$ cat config.mk
export PLATFORM = sky130hd
export DESIGN_NAME = icr_master
export DESIGN_NICKNAME = d
export VERILOG_FILES = /design/src/hw/icr_master.v
export VERILOG_INCLUDE_DIRS = /design/src /design/src/hw
export SDC_FILE = /design/constraint.sdc
export NUM_CORES = 1
export LEC_CHECK = 0
export ABC_AREA = 1
export CAP_MARGIN = 20
export CORE_UTILIZATION = 45
export CTS_BUF_LIST = sky130_fd_sc_hd__clkbuf_4 sky130_fd_sc_hd__clkbuf_8 sky130_fd_sc_hd__clkbuf_16
export DETAILED_ROUTE_END_ITERATION = 10
export DONT_BUFFER_PORTS = 1
export SLEW_MARGIN = 20
export SYNTH_ARGS = -nofsm -noshare
export SYNTH_HDL_FRONTEND = slang
export SYNTH_SLANG_ARGS = --single-unit
$ cat constraint.sdc
create_clock -name clk_sys -period 1.7 [get_ports clk_sys]
set_input_delay 0.255 -clock clk_sys [delete_from_list [all_inputs] [get_ports clk_sys]]
set_output_delay 0.255 -clock clk_sys [all_outputs]
set_load 0.05 [all_outputs]
$ cat src/hw/icr_defs.vh
// Constants for the two-wire master collision and rate generator block.
// Assumes inclusion by bare name from the block's single design file.
`ifndef ICR_DEFS_VH
`define ICR_DEFS_VH
// Register offsets on the plain register port
`define ICR_A_RELOAD    4'h0
`define ICR_A_BUFFER    4'h1
`define ICR_A_CTRL      4'h2
`define ICR_A_STATUS    4'h3
`define ICR_A_IRQ_FLAGS 4'h4
`define ICR_A_IRQ_MASK  4'h5
`define ICR_AW          4
// Sequence control bit positions
`define ICR_B_SEN       0
`define ICR_B_REPEATED_START_ENABLE      1
`define ICR_B_PEN       2
`define ICR_B_ACK_SEQUENCE_ENABLE     3
// Interrupt flag bit positions
`define ICR_B_COLL      0
`define ICR_B_EVT       1
// Reset values
`define ICR_RST_RELOAD  8'h13
`define ICR_RST_BYTE    8'h00
`define ICR_RST_CNT     8'h00
// Sequencer states
`define ICR_S_IDLE      4'h0
`define ICR_S_RS_REL    4'h1
`define ICR_S_RS_CNT1   4'h2
`define ICR_S_RS_SCLW   4'h3
`define ICR_S_RS_CNT2   4'h4
`define ICR_S_RS_CNT3   4'h5
`define ICR_S_P_SDAW    4'h6
`define ICR_S_P_SCLW    4'h7
`define ICR_S_P_CNT1    4'h8
`define ICR_S_P_CNT2    4'h9
`define ICR_S_P_CHK     4'hA
`define ICR_S_TX        4'hB
`endif

$ cat src/hw/icr_master.v
// Repeated Start / Stop sequencer with collision detection and rate counter.
// Assumes sda_i/scl_i come from open-drain pins outside the clk_sys domain.
//
// Our own choices: the register offsets and the plain strobed port.
`include "icr_defs.vh"

module icr_master #(
  parameter DW = 8
) (
  input  wire          clk_sys,
  input  wire          rst,
  input  wire [3:0]    reg_addr,
  input  wire [DW-1:0] reg_wdata,
  input  wire          reg_wr,
  input  wire          reg_rd,
  output reg  [DW-1:0] reg_rdata,
  input  wire          sda_i,
  output wire          sda_o,
  output wire          sda_oe,
  input  wire          scl_i,
  output wire          scl_o,
  output wire          scl_oe,
  output wire          irq
);

  // ************************************************************
  // Pin synchronisers
  // ************************************************************
  // Index 0 is SDA, index 1 is SCL
  localparam NPIN = 2;

  wire [NPIN-1:0] pin_raw = {scl_i, sda_i};
  wire [NPIN-1:0] pin_s;
  reg             scl_prev_q;
  wire            sda_s    = pin_s[0];
  wire            scl_s    = pin_s[1];
  wire            scl_fall = ~scl_s & scl_prev_q;

  genvar gi;
  generate
    for (gi = 0; gi < NPIN; gi = gi + 1) begin : g_sync
      reg meta_q;
      reg sync_q;
      // Only the second stage is ever read by logic
      always @(posedge clk_sys) begin
        if (rst) begin
          meta_q <= 1'b1;
          sync_q <= 1'b1;
        end else begin
          meta_q <= pin_raw[gi];
          sync_q <= meta_q;
        end
      end
      assign pin_s[gi] = sync_q;
    end
  endgenerate

  // Idle level of SCL is high, so no false edge follows reset
  always @(posedge clk_sys) begin
    if (rst) begin
      scl_prev_q <= 1'b1;
    end else begin
      scl_prev_q <= scl_s;
    end
  end

  // ************************************************************
  // Registers
  // ************************************************************
  reg [DW-1:0] reload_q;
  reg [DW-1:0] buffer_q;
  reg [3:0]    seq_en_q;
  reg [1:0]    flags_q;
  reg [1:0]    mask_q;
  reg [3:0]    state_q;
  reg [3:0]    state_d;
  reg [DW-1:0] cnt_q;
  reg          cnt_run_q;
  reg          sda_drv_q;
  reg          scl_drv_q;
  reg          sda_drv_d;
  reg          scl_drv_d;
  reg          load_d;
  reg          stop_d;
  reg          coll_d;
  reg          done_d;

  // ************************************************************
  // Sequencer states
  // ************************************************************
  localparam [3:0] S_IDLE    = `ICR_S_IDLE;
  localparam [3:0] S_RS_REL  = `ICR_S_RS_REL;
  localparam [3:0] S_RS_CNT1 = `ICR_S_RS_CNT1;
  localparam [3:0] S_RS_SCLW = `ICR_S_RS_SCLW;
  localparam [3:0] S_RS_CNT2 = `ICR_S_RS_CNT2;
  localparam [3:0] S_RS_CNT3 = `ICR_S_RS_CNT3;
  localparam [3:0] S_P_SDAW  = `ICR_S_P_SDAW;
  localparam [3:0] S_P_SCLW  = `ICR_S_P_SCLW;
  localparam [3:0] S_P_CNT1  = `ICR_S_P_CNT1;
  localparam [3:0] S_P_CNT2  = `ICR_S_P_CNT2;
  localparam [3:0] S_P_CHK   = `ICR_S_P_CHK;
  localparam [3:0] S_TX      = `ICR_S_TX;

  // ************************************************************
  // Address decode
  // ************************************************************
  function icr_hit;
    input [3:0] addr;
    input [3:0] target;
    begin
      icr_hit = (addr == target);
    end
  endfunction

  // Write-one-to-clear with set priority: an event in the
  // clearing cycle must not be lost.
  function [1:0] icr_w1c;
    input [1:0] cur;
    input [1:0] clr;
    input [1:0] set;
    begin
      icr_w1c = (cur & ~clr) | set;
    end
  endfunction

  wire wr_reload = reg_wr & icr_hit(reg_addr, `ICR_A_RELOAD);
  wire wr_buffer = reg_wr & icr_hit(reg_addr, `ICR_A_BUFFER);
  wire wr_ctrl   = reg_wr & icr_hit(reg_addr, `ICR_A_CTRL);
  wire wr_flags  = reg_wr & icr_hit(reg_addr, `ICR_A_IRQ_FLAGS);
  wire wr_mask   = reg_wr & icr_hit(reg_addr, `ICR_A_IRQ_MASK);
  wire idle      = (state_q == S_IDLE);
  wire expired   = cnt_run_q & (cnt_q == `ICR_RST_CNT);

  // ************************************************************
  // Rate counter
  // ************************************************************
  // Reload value 0..2 leaves too few cycles per half period.
  always @(posedge clk_sys) begin
    if (rst) begin
      cnt_q     <= `ICR_RST_CNT;
      cnt_run_q <= 1'b0;
    end else if (coll_d | stop_d) begin
      cnt_run_q <= 1'b0;
    end else if (load_d) begin
      cnt_q     <= reload_q;
      cnt_run_q <= 1'b1;
    end else if (cnt_run_q & ~expired) begin
      cnt_q <= cnt_q - {{(DW-1){1'b0}}, 1'b1};
    end
  end

  // ************************************************************
  // Sequencer
  // ************************************************************
  always @* begin
    state_d   = state_q;
    sda_drv_d = sda_drv_q;
    scl_drv_d = scl_drv_q;
    load_d    = 1'b0;
    stop_d    = 1'b0;
    coll_d    = 1'b0;
    done_d    = 1'b0;
    case (state_q)
      S_IDLE: begin
        if (wr_ctrl & reg_wdata[`ICR_B_REPEATED_START_ENABLE]) begin
          sda_drv_d = 1'b0;
          state_d   = S_RS_REL;
        end else if (wr_ctrl & reg_wdata[`ICR_B_PEN]) begin
          sda_drv_d = 1'b1;
          state_d   = S_P_SDAW;
        end else if (wr_buffer) begin
          load_d  = 1'b1;
          state_d = S_TX;
        end
      end

      // Released SDA must float high before the first count
      S_RS_REL: begin
        if (sda_s) begin
          load_d  = 1'b1;
          state_d = S_RS_CNT1;
        end
      end

      S_RS_CNT1: begin
        if (expired) begin
          scl_drv_d = 1'b0;
          state_d   = S_RS_SCLW;
        end
      end

      // Level, not edge: SCL may already be high when released,
      // and a stretching slave may hold it low for a while.
      S_RS_SCLW: begin
        if (scl_s & ~sda_s) begin
          coll_d = 1'b1;
        end else if (scl_s) begin
          load_d  = 1'b1;
          state_d = S_RS_CNT2;
        end
      end

      // An SDA fall alone here is not flagged at once, but SDA still low at expiry is a loss
      S_RS_CNT2: begin
        if (scl_fall) begin
          coll_d = 1'b1;
        end else if (expired & ~sda_s) begin
          coll_d = 1'b1;
        end else if (expired) begin
          sda_drv_d = 1'b1;
          load_d    = 1'b1;
          state_d   = S_RS_CNT3;
        end
      end

      // SCL is pulled low whatever its level at expiry
      S_RS_CNT3: begin
        if (expired) begin
          scl_drv_d = 1'b1;
          stop_d    = 1'b1;
          done_d    = 1'b1;
          state_d   = S_IDLE;
        end
      end

      S_P_SDAW: begin
        if (~sda_s) begin
          scl_drv_d = 1'b0;
          state_d   = S_P_SCLW;
        end
      end

      // Waiting here is what allows clock stretching
      S_P_SCLW: begin
        if (scl_s) begin
          load_d  = 1'b1;
          state_d = S_P_CNT1;
        end
      end

      S_P_CNT1: begin
        if (~scl_s) begin
          coll_d = 1'b1;
        end else if (expired) begin
          sda_drv_d = 1'b0;
          load_d    = 1'b1;
          state_d   = S_P_CNT2;
        end
      end

      S_P_CNT2: begin
        if (~scl_s & ~sda_s) begin
          coll_d = 1'b1;
        end else if (expired) begin
          state_d = S_P_CHK;
        end
      end

      S_P_CHK: begin
        if (~sda_s) begin
          coll_d = 1'b1;
        end else begin
          stop_d  = 1'b1;
          done_d  = 1'b1;
          state_d = S_IDLE;
        end
      end

      S_TX: begin
        // Byte shifting lives elsewhere; only timing runs here.
        if (expired) begin
          stop_d  = 1'b1;
          done_d  = 1'b1;
          state_d = S_IDLE;
        end
      end

      default: begin
        state_d = S_IDLE;
      end
    endcase

    // Any loss of arbitration wins over the state's own plan
    if (coll_d) begin
      sda_drv_d = 1'b0;
      scl_drv_d = 1'b0;
      state_d   = S_IDLE;
    end
  end

  always @(posedge clk_sys) begin
    if (rst) begin
      state_q   <= S_IDLE;
      sda_drv_q <= 1'b0;
      scl_drv_q <= 1'b0;
    end else begin
      state_q   <= state_d;
      sda_drv_q <= sda_drv_d;
      scl_drv_q <= scl_drv_d;
    end
  end

  // Open drain: only ever drive low; SCL hold-low persists after a repeated start is done.
  assign sda_o  = 1'b0;
  assign scl_o  = 1'b0;
  assign sda_oe = sda_drv_q;
  assign scl_oe = scl_drv_q;

  // ************************************************************
  // Register file and interrupts
  // ************************************************************
  // Reload values below three are not rejected; software must avoid them
  always @(posedge clk_sys) begin
    if (rst) begin
      reload_q <= `ICR_RST_RELOAD;
      buffer_q <= `ICR_RST_BYTE;
      mask_q   <= 2'h0;
    end else begin
      if (wr_reload) begin
        reload_q <= reg_wdata;
      end
      if (wr_buffer & idle) begin
        buffer_q <= reg_wdata;
      end
      if (wr_mask) begin
        mask_q <= reg_wdata[1:0];
      end
    end
  end

  // ************************************************************
  // Sequence enables and event flags
  // ************************************************************
  always @(posedge clk_sys) begin
    if (rst) begin
      seq_en_q <= 4'h0;
      flags_q  <= 2'h0;
    end else begin
      if (coll_d | done_d) begin
        seq_en_q <= 4'h0;
      end else if (wr_ctrl & idle) begin
        seq_en_q <= reg_wdata[3:0];
      end
      flags_q <= icr_w1c(flags_q, {2{wr_flags}} & reg_wdata[1:0], {done_d, coll_d});
    end
  end

  assign irq = |(flags_q & mask_q);

  always @(posedge clk_sys) begin
    if (rst) begin
      reg_rdata <= `ICR_RST_BYTE;
    end else if (reg_rd) begin
      case (reg_addr)
        `ICR_A_RELOAD:    reg_rdata <= reload_q;
        `ICR_A_BUFFER:    reg_rdata <= buffer_q;
        `ICR_A_CTRL:      reg_rdata <= {{(DW-4){1'b0}}, seq_en_q};
        `ICR_A_STATUS:    reg_rdata <= {{(DW-6){1'b0}}, scl_s, sda_s, state_q};
        `ICR_A_IRQ_FLAGS: reg_rdata <= {{(DW-2){1'b0}}, flags_q};
        `ICR_A_IRQ_MASK:  reg_rdata <= {{(DW-2){1'b0}}, mask_q};
        default:          reg_rdata <= `ICR_RST_BYTE;
      endcase
    end else begin
      reg_rdata <= `ICR_RST_BYTE;
    end
  end

endmodule

==> qor.tcl <==
set qor(outcome) {finished, violations left}
set qor(failing_checks) {setup timing}
set qor(route.antenna.remaining_nets) 0
set qor(drv_cap) 0
set qor(core_area_mm2) 0.00592
set qor(netlist_instances) 406
set qor(drc) 0
set qor(source_to_sink_clock_delay_at_the_later_pin_of_the_worst_skew_pair_ns) 0.31
set qor(grt_usage_pct) 23.6
set qor(setup_viol_count_final) 1
set qor(tritoncts) {built}
set qor(cts_root_buffer) {clkbuf_8}
set qor(detailedRoute.firstIterationViolations) 125
set qor(cts_made_buffers) 5
set qor(clock_skew_ns) 0.00812
set qor(cellLeakagePower_nw) 1.63
set qor(initial_utilization_pct) 46.7
set qor(worst_slew_margin_relative_to_its_limit_pct) 66.2
set qor(grt_setup_unrepaired) {true}
set qor(gp_routability_congestion) 0.875
set qor(yosys.cell_types.count) 37
set qor(synth-warning-count) 0
set qor(vias) 2740
set qor(height_of_the_die_um) 80.4
set qor(syn-mean-instance-area_um2) 6.82
set qor(critical_path_capture_point_type) {register}
set qor(yosys.area_share.adder_pct) 0.904
set qor(fillerInstances) 572
set qor(critical_path_class) {reg -> reg}
set qor(place_inst) 515
set qor(netlist_area_mm2) 0.00277
set qor(synth_area_in_simple_gates_pct) 29.8
set qor(main_combinational_cell_family_by_area_after_synthesis) {simple AND/OR/NAND/NOR gates}
set qor(crit_path_start_kind) {register}
set qor(placed_cell_area_mm2) 0.00310
set qor(drive_gt1_share_pct) 26.8
set qor(clock_sinks) 52
set qor(yosys_register_bits) 52
set qor(power_density_mw_per_mm2) 1410
set qor(antenna_found_initial) 0
set qor(route.detailed.vias_per_inst) 5.16
set qor(route.detailed.wl_per_inst_um) 13.9
set qor(count_of_tritonroute_iterations_in_the_first_routing_pass) 4
set qor(global_route.overflow_total) 0
set qor(holdCritPathClass) {in -> reg}
set qor(die_area_mm2) 0.00647
set qor(timing.final.ws_setup_ns) -0.0106
set qor(layout_commonest_cell) {nand2_1}
set qor(final_slew_violations) 0
set qor(antenna_diode_count) 0
set qor(ioPinCount) 31
set qor(reg2regPathDepth) 12
set qor(mostFrequentLayoutCells) {nand2_1, inv_1, buf_4, dfxtp_1, nor2_1}
set qor(place.detailed.hpwl_um) 5340
set qor(grt_first_pass_wirelength_um) 11700
set qor(die_w_um) 80.4
set qor(whs_path_depth) 1
set qor(p_total_mw) 4.92
set qor(synth-compound-area-share_pct) 17.9
set qor(grt_start_max_net_pins) 17
set qor(worstPathArrival_ns) 1.92
set qor(worst-endpoint-required_ns) 1.91
set qor(flow.area_growth_from_synthesis_pct) 26.1
set qor(worst-path-max-fanout) 5
set qor(worst_ir_drop_vdd_uv) 655
set qor(post_layout_nonfiller_instances) 531
set qor(fin_crit_ns) 1.71
set qor(max_slew.worst_pin.slew_ns) 0.506
set qor(yosys-mux-area-fraction_pct) 0
set qor(clk_transition_reported_paths_ns) 0.10
set qor(fin_area_mm2) 0.00349
set qor(max_clk_rate_mhz) 585
set qor(routed_wirelength_um) 7400
set qor(finalNetCount) 475
set qor(htree_num_levels) 2
set qor(fp-row-count) 28
set qor(hold_violation_count_in_the_final_report) 0
set qor(place_worst_setup_slack_ns) -0.0742
set qor(number_of_global_route_vias_before_repair) 2611
set qor(portion_of_the_post_synthesis_area_used_by_sequential_elements_pct) 37.6
set qor(worst_hold_slack_across_all_endpoints_ns) 0.0439
set qor(min_period_over_period_pct) 101
set qor(post_synth_xor_area_fraction_pct) 1.90
set qor(io_buffers) 0
set qor(ctsLongestPathBuffers) 2
## per-stage QoR
step           util [%]  setup TNS (ns)
3_5_place_dp       52.4          -0.444
6_report           59.0         -0.0106
5_1_grt            59.0          -0.474
2_1_floorplan         -               0
3_3_place_gp       52.4               0
4_1_cts            55.8               0
## final timing paths
| kind | start | endpoint | slack, ns |
|---|---|---|---|
| hold reg to reg | g_sync[1].meta_q | g_sync[1].sync_q | 0.42 |
| setup reg to reg | cnt_q[1] | state_q[1] | -0.01 |
| hold / removal | rst | g_sync[0].sync_q | 0.04 |
| setup / recovery | cnt_q[1] | state_q[1] | -0.01 |
## cells by family (layout without fill, tap and decap cells)
group                      Yosys count  count (layout)
AOI/OAI and AO/OA                   88              88
xor gates and xnor gates             6               6
adders and majority gates            2               2
buffers and inverters               76             123
DFF                                 52              52
other                                1               2
and+or+nand+nor                    181             183
## what timing repair did
action / 4_1_cts / 5_1_grt
setup buffers: 2 / 4
cloned: 1 / 1
endpoints found under the hold margin: 1 / 0
hold buffers: 1 / 0
resized for setup: 17 / 46
setup endpoints to repair: 17 / 24
pin swaps: 5 / 19
## per-layer routing
metal | part of all wire, % | GRT usage (%)
met1 | 47 | 30.6
met2 | 47 | 39.2
met3 | 3.9 | 4.66
met4 | 1.2 | 7.14
met5 | 0 | 0
## registers in the layout, summed over array words and instances (netlist names), 2 cells and up
name           count
buffer_q           8
reload_q           8
g_sync.meta_q      2
seq_en_q           4
reg_rdata          8
state_q            4
g_sync.sync_q      2
cnt_q              8
flags_q            2
mask_q             2
## Yosys cell counts (all sizes together)
cell    number  area, um2
o22ai       11       68.8
inv         67        251
or2          5       31.3
clkinv       1       3.75
clkbuf       2       17.5
a41oi        1       8.76
buf          6       52.5
a211oi       3       22.5
nor2        60        270
nand3       22        123
nand2       82        325
o21ai       37        189
xnor2        1       8.76
xor2         5       43.8
nor3         4       20.0
a21oi       33        180
o221ai       1       8.76
o211ai       1       7.51
conb         1       3.75
ha           2       25.0
dfxtp       52       1040
a221oi       1       8.76
nand4        8       56.3
## where the power goes
part / total (mW) / internal [mW] / switching [mW] / leakage (nW)
sequential: 1.57 / 1.38 / 0.190 / 0.427
combinational: 2.45 / 1.02 / 1.43 / 1.14
clock: 0.911 / 0.482 / 0.429 / 0.0614
total: 4.92 / 2.87 / 2.05 / 1.63
## final cells by class
cell class | count | area (um2) | share of cell area, %
clock inverter | 2 | 38.8 | 1.11
inverter | 68 | 260 | 7.46
sequential | 52 | 1060 | 30.4
multi-input combinational | 281 | 1600 | 45.8
tap | 75 | 93.8 | 2.69
clock buffer | 6 | 82.6 | 2.37
timing repair buffer | 47 | 355 | 10.2
## critical path, cell delays in order (launching register included)
cell and delay, ns:
dfxtp_2 0.33, inv_2 0.07, ha_4 0.14, nand2_4 0.05, nor2_4 0.14, nand2_4 0.09
inv_2 0.09, nor2_1 0.06, nor2_2 0.25, buf_4 0.17, nand4_1 0.10, nand2_1 0.08
nor2_1 0.04
Power figures use the tool's default switching activity.
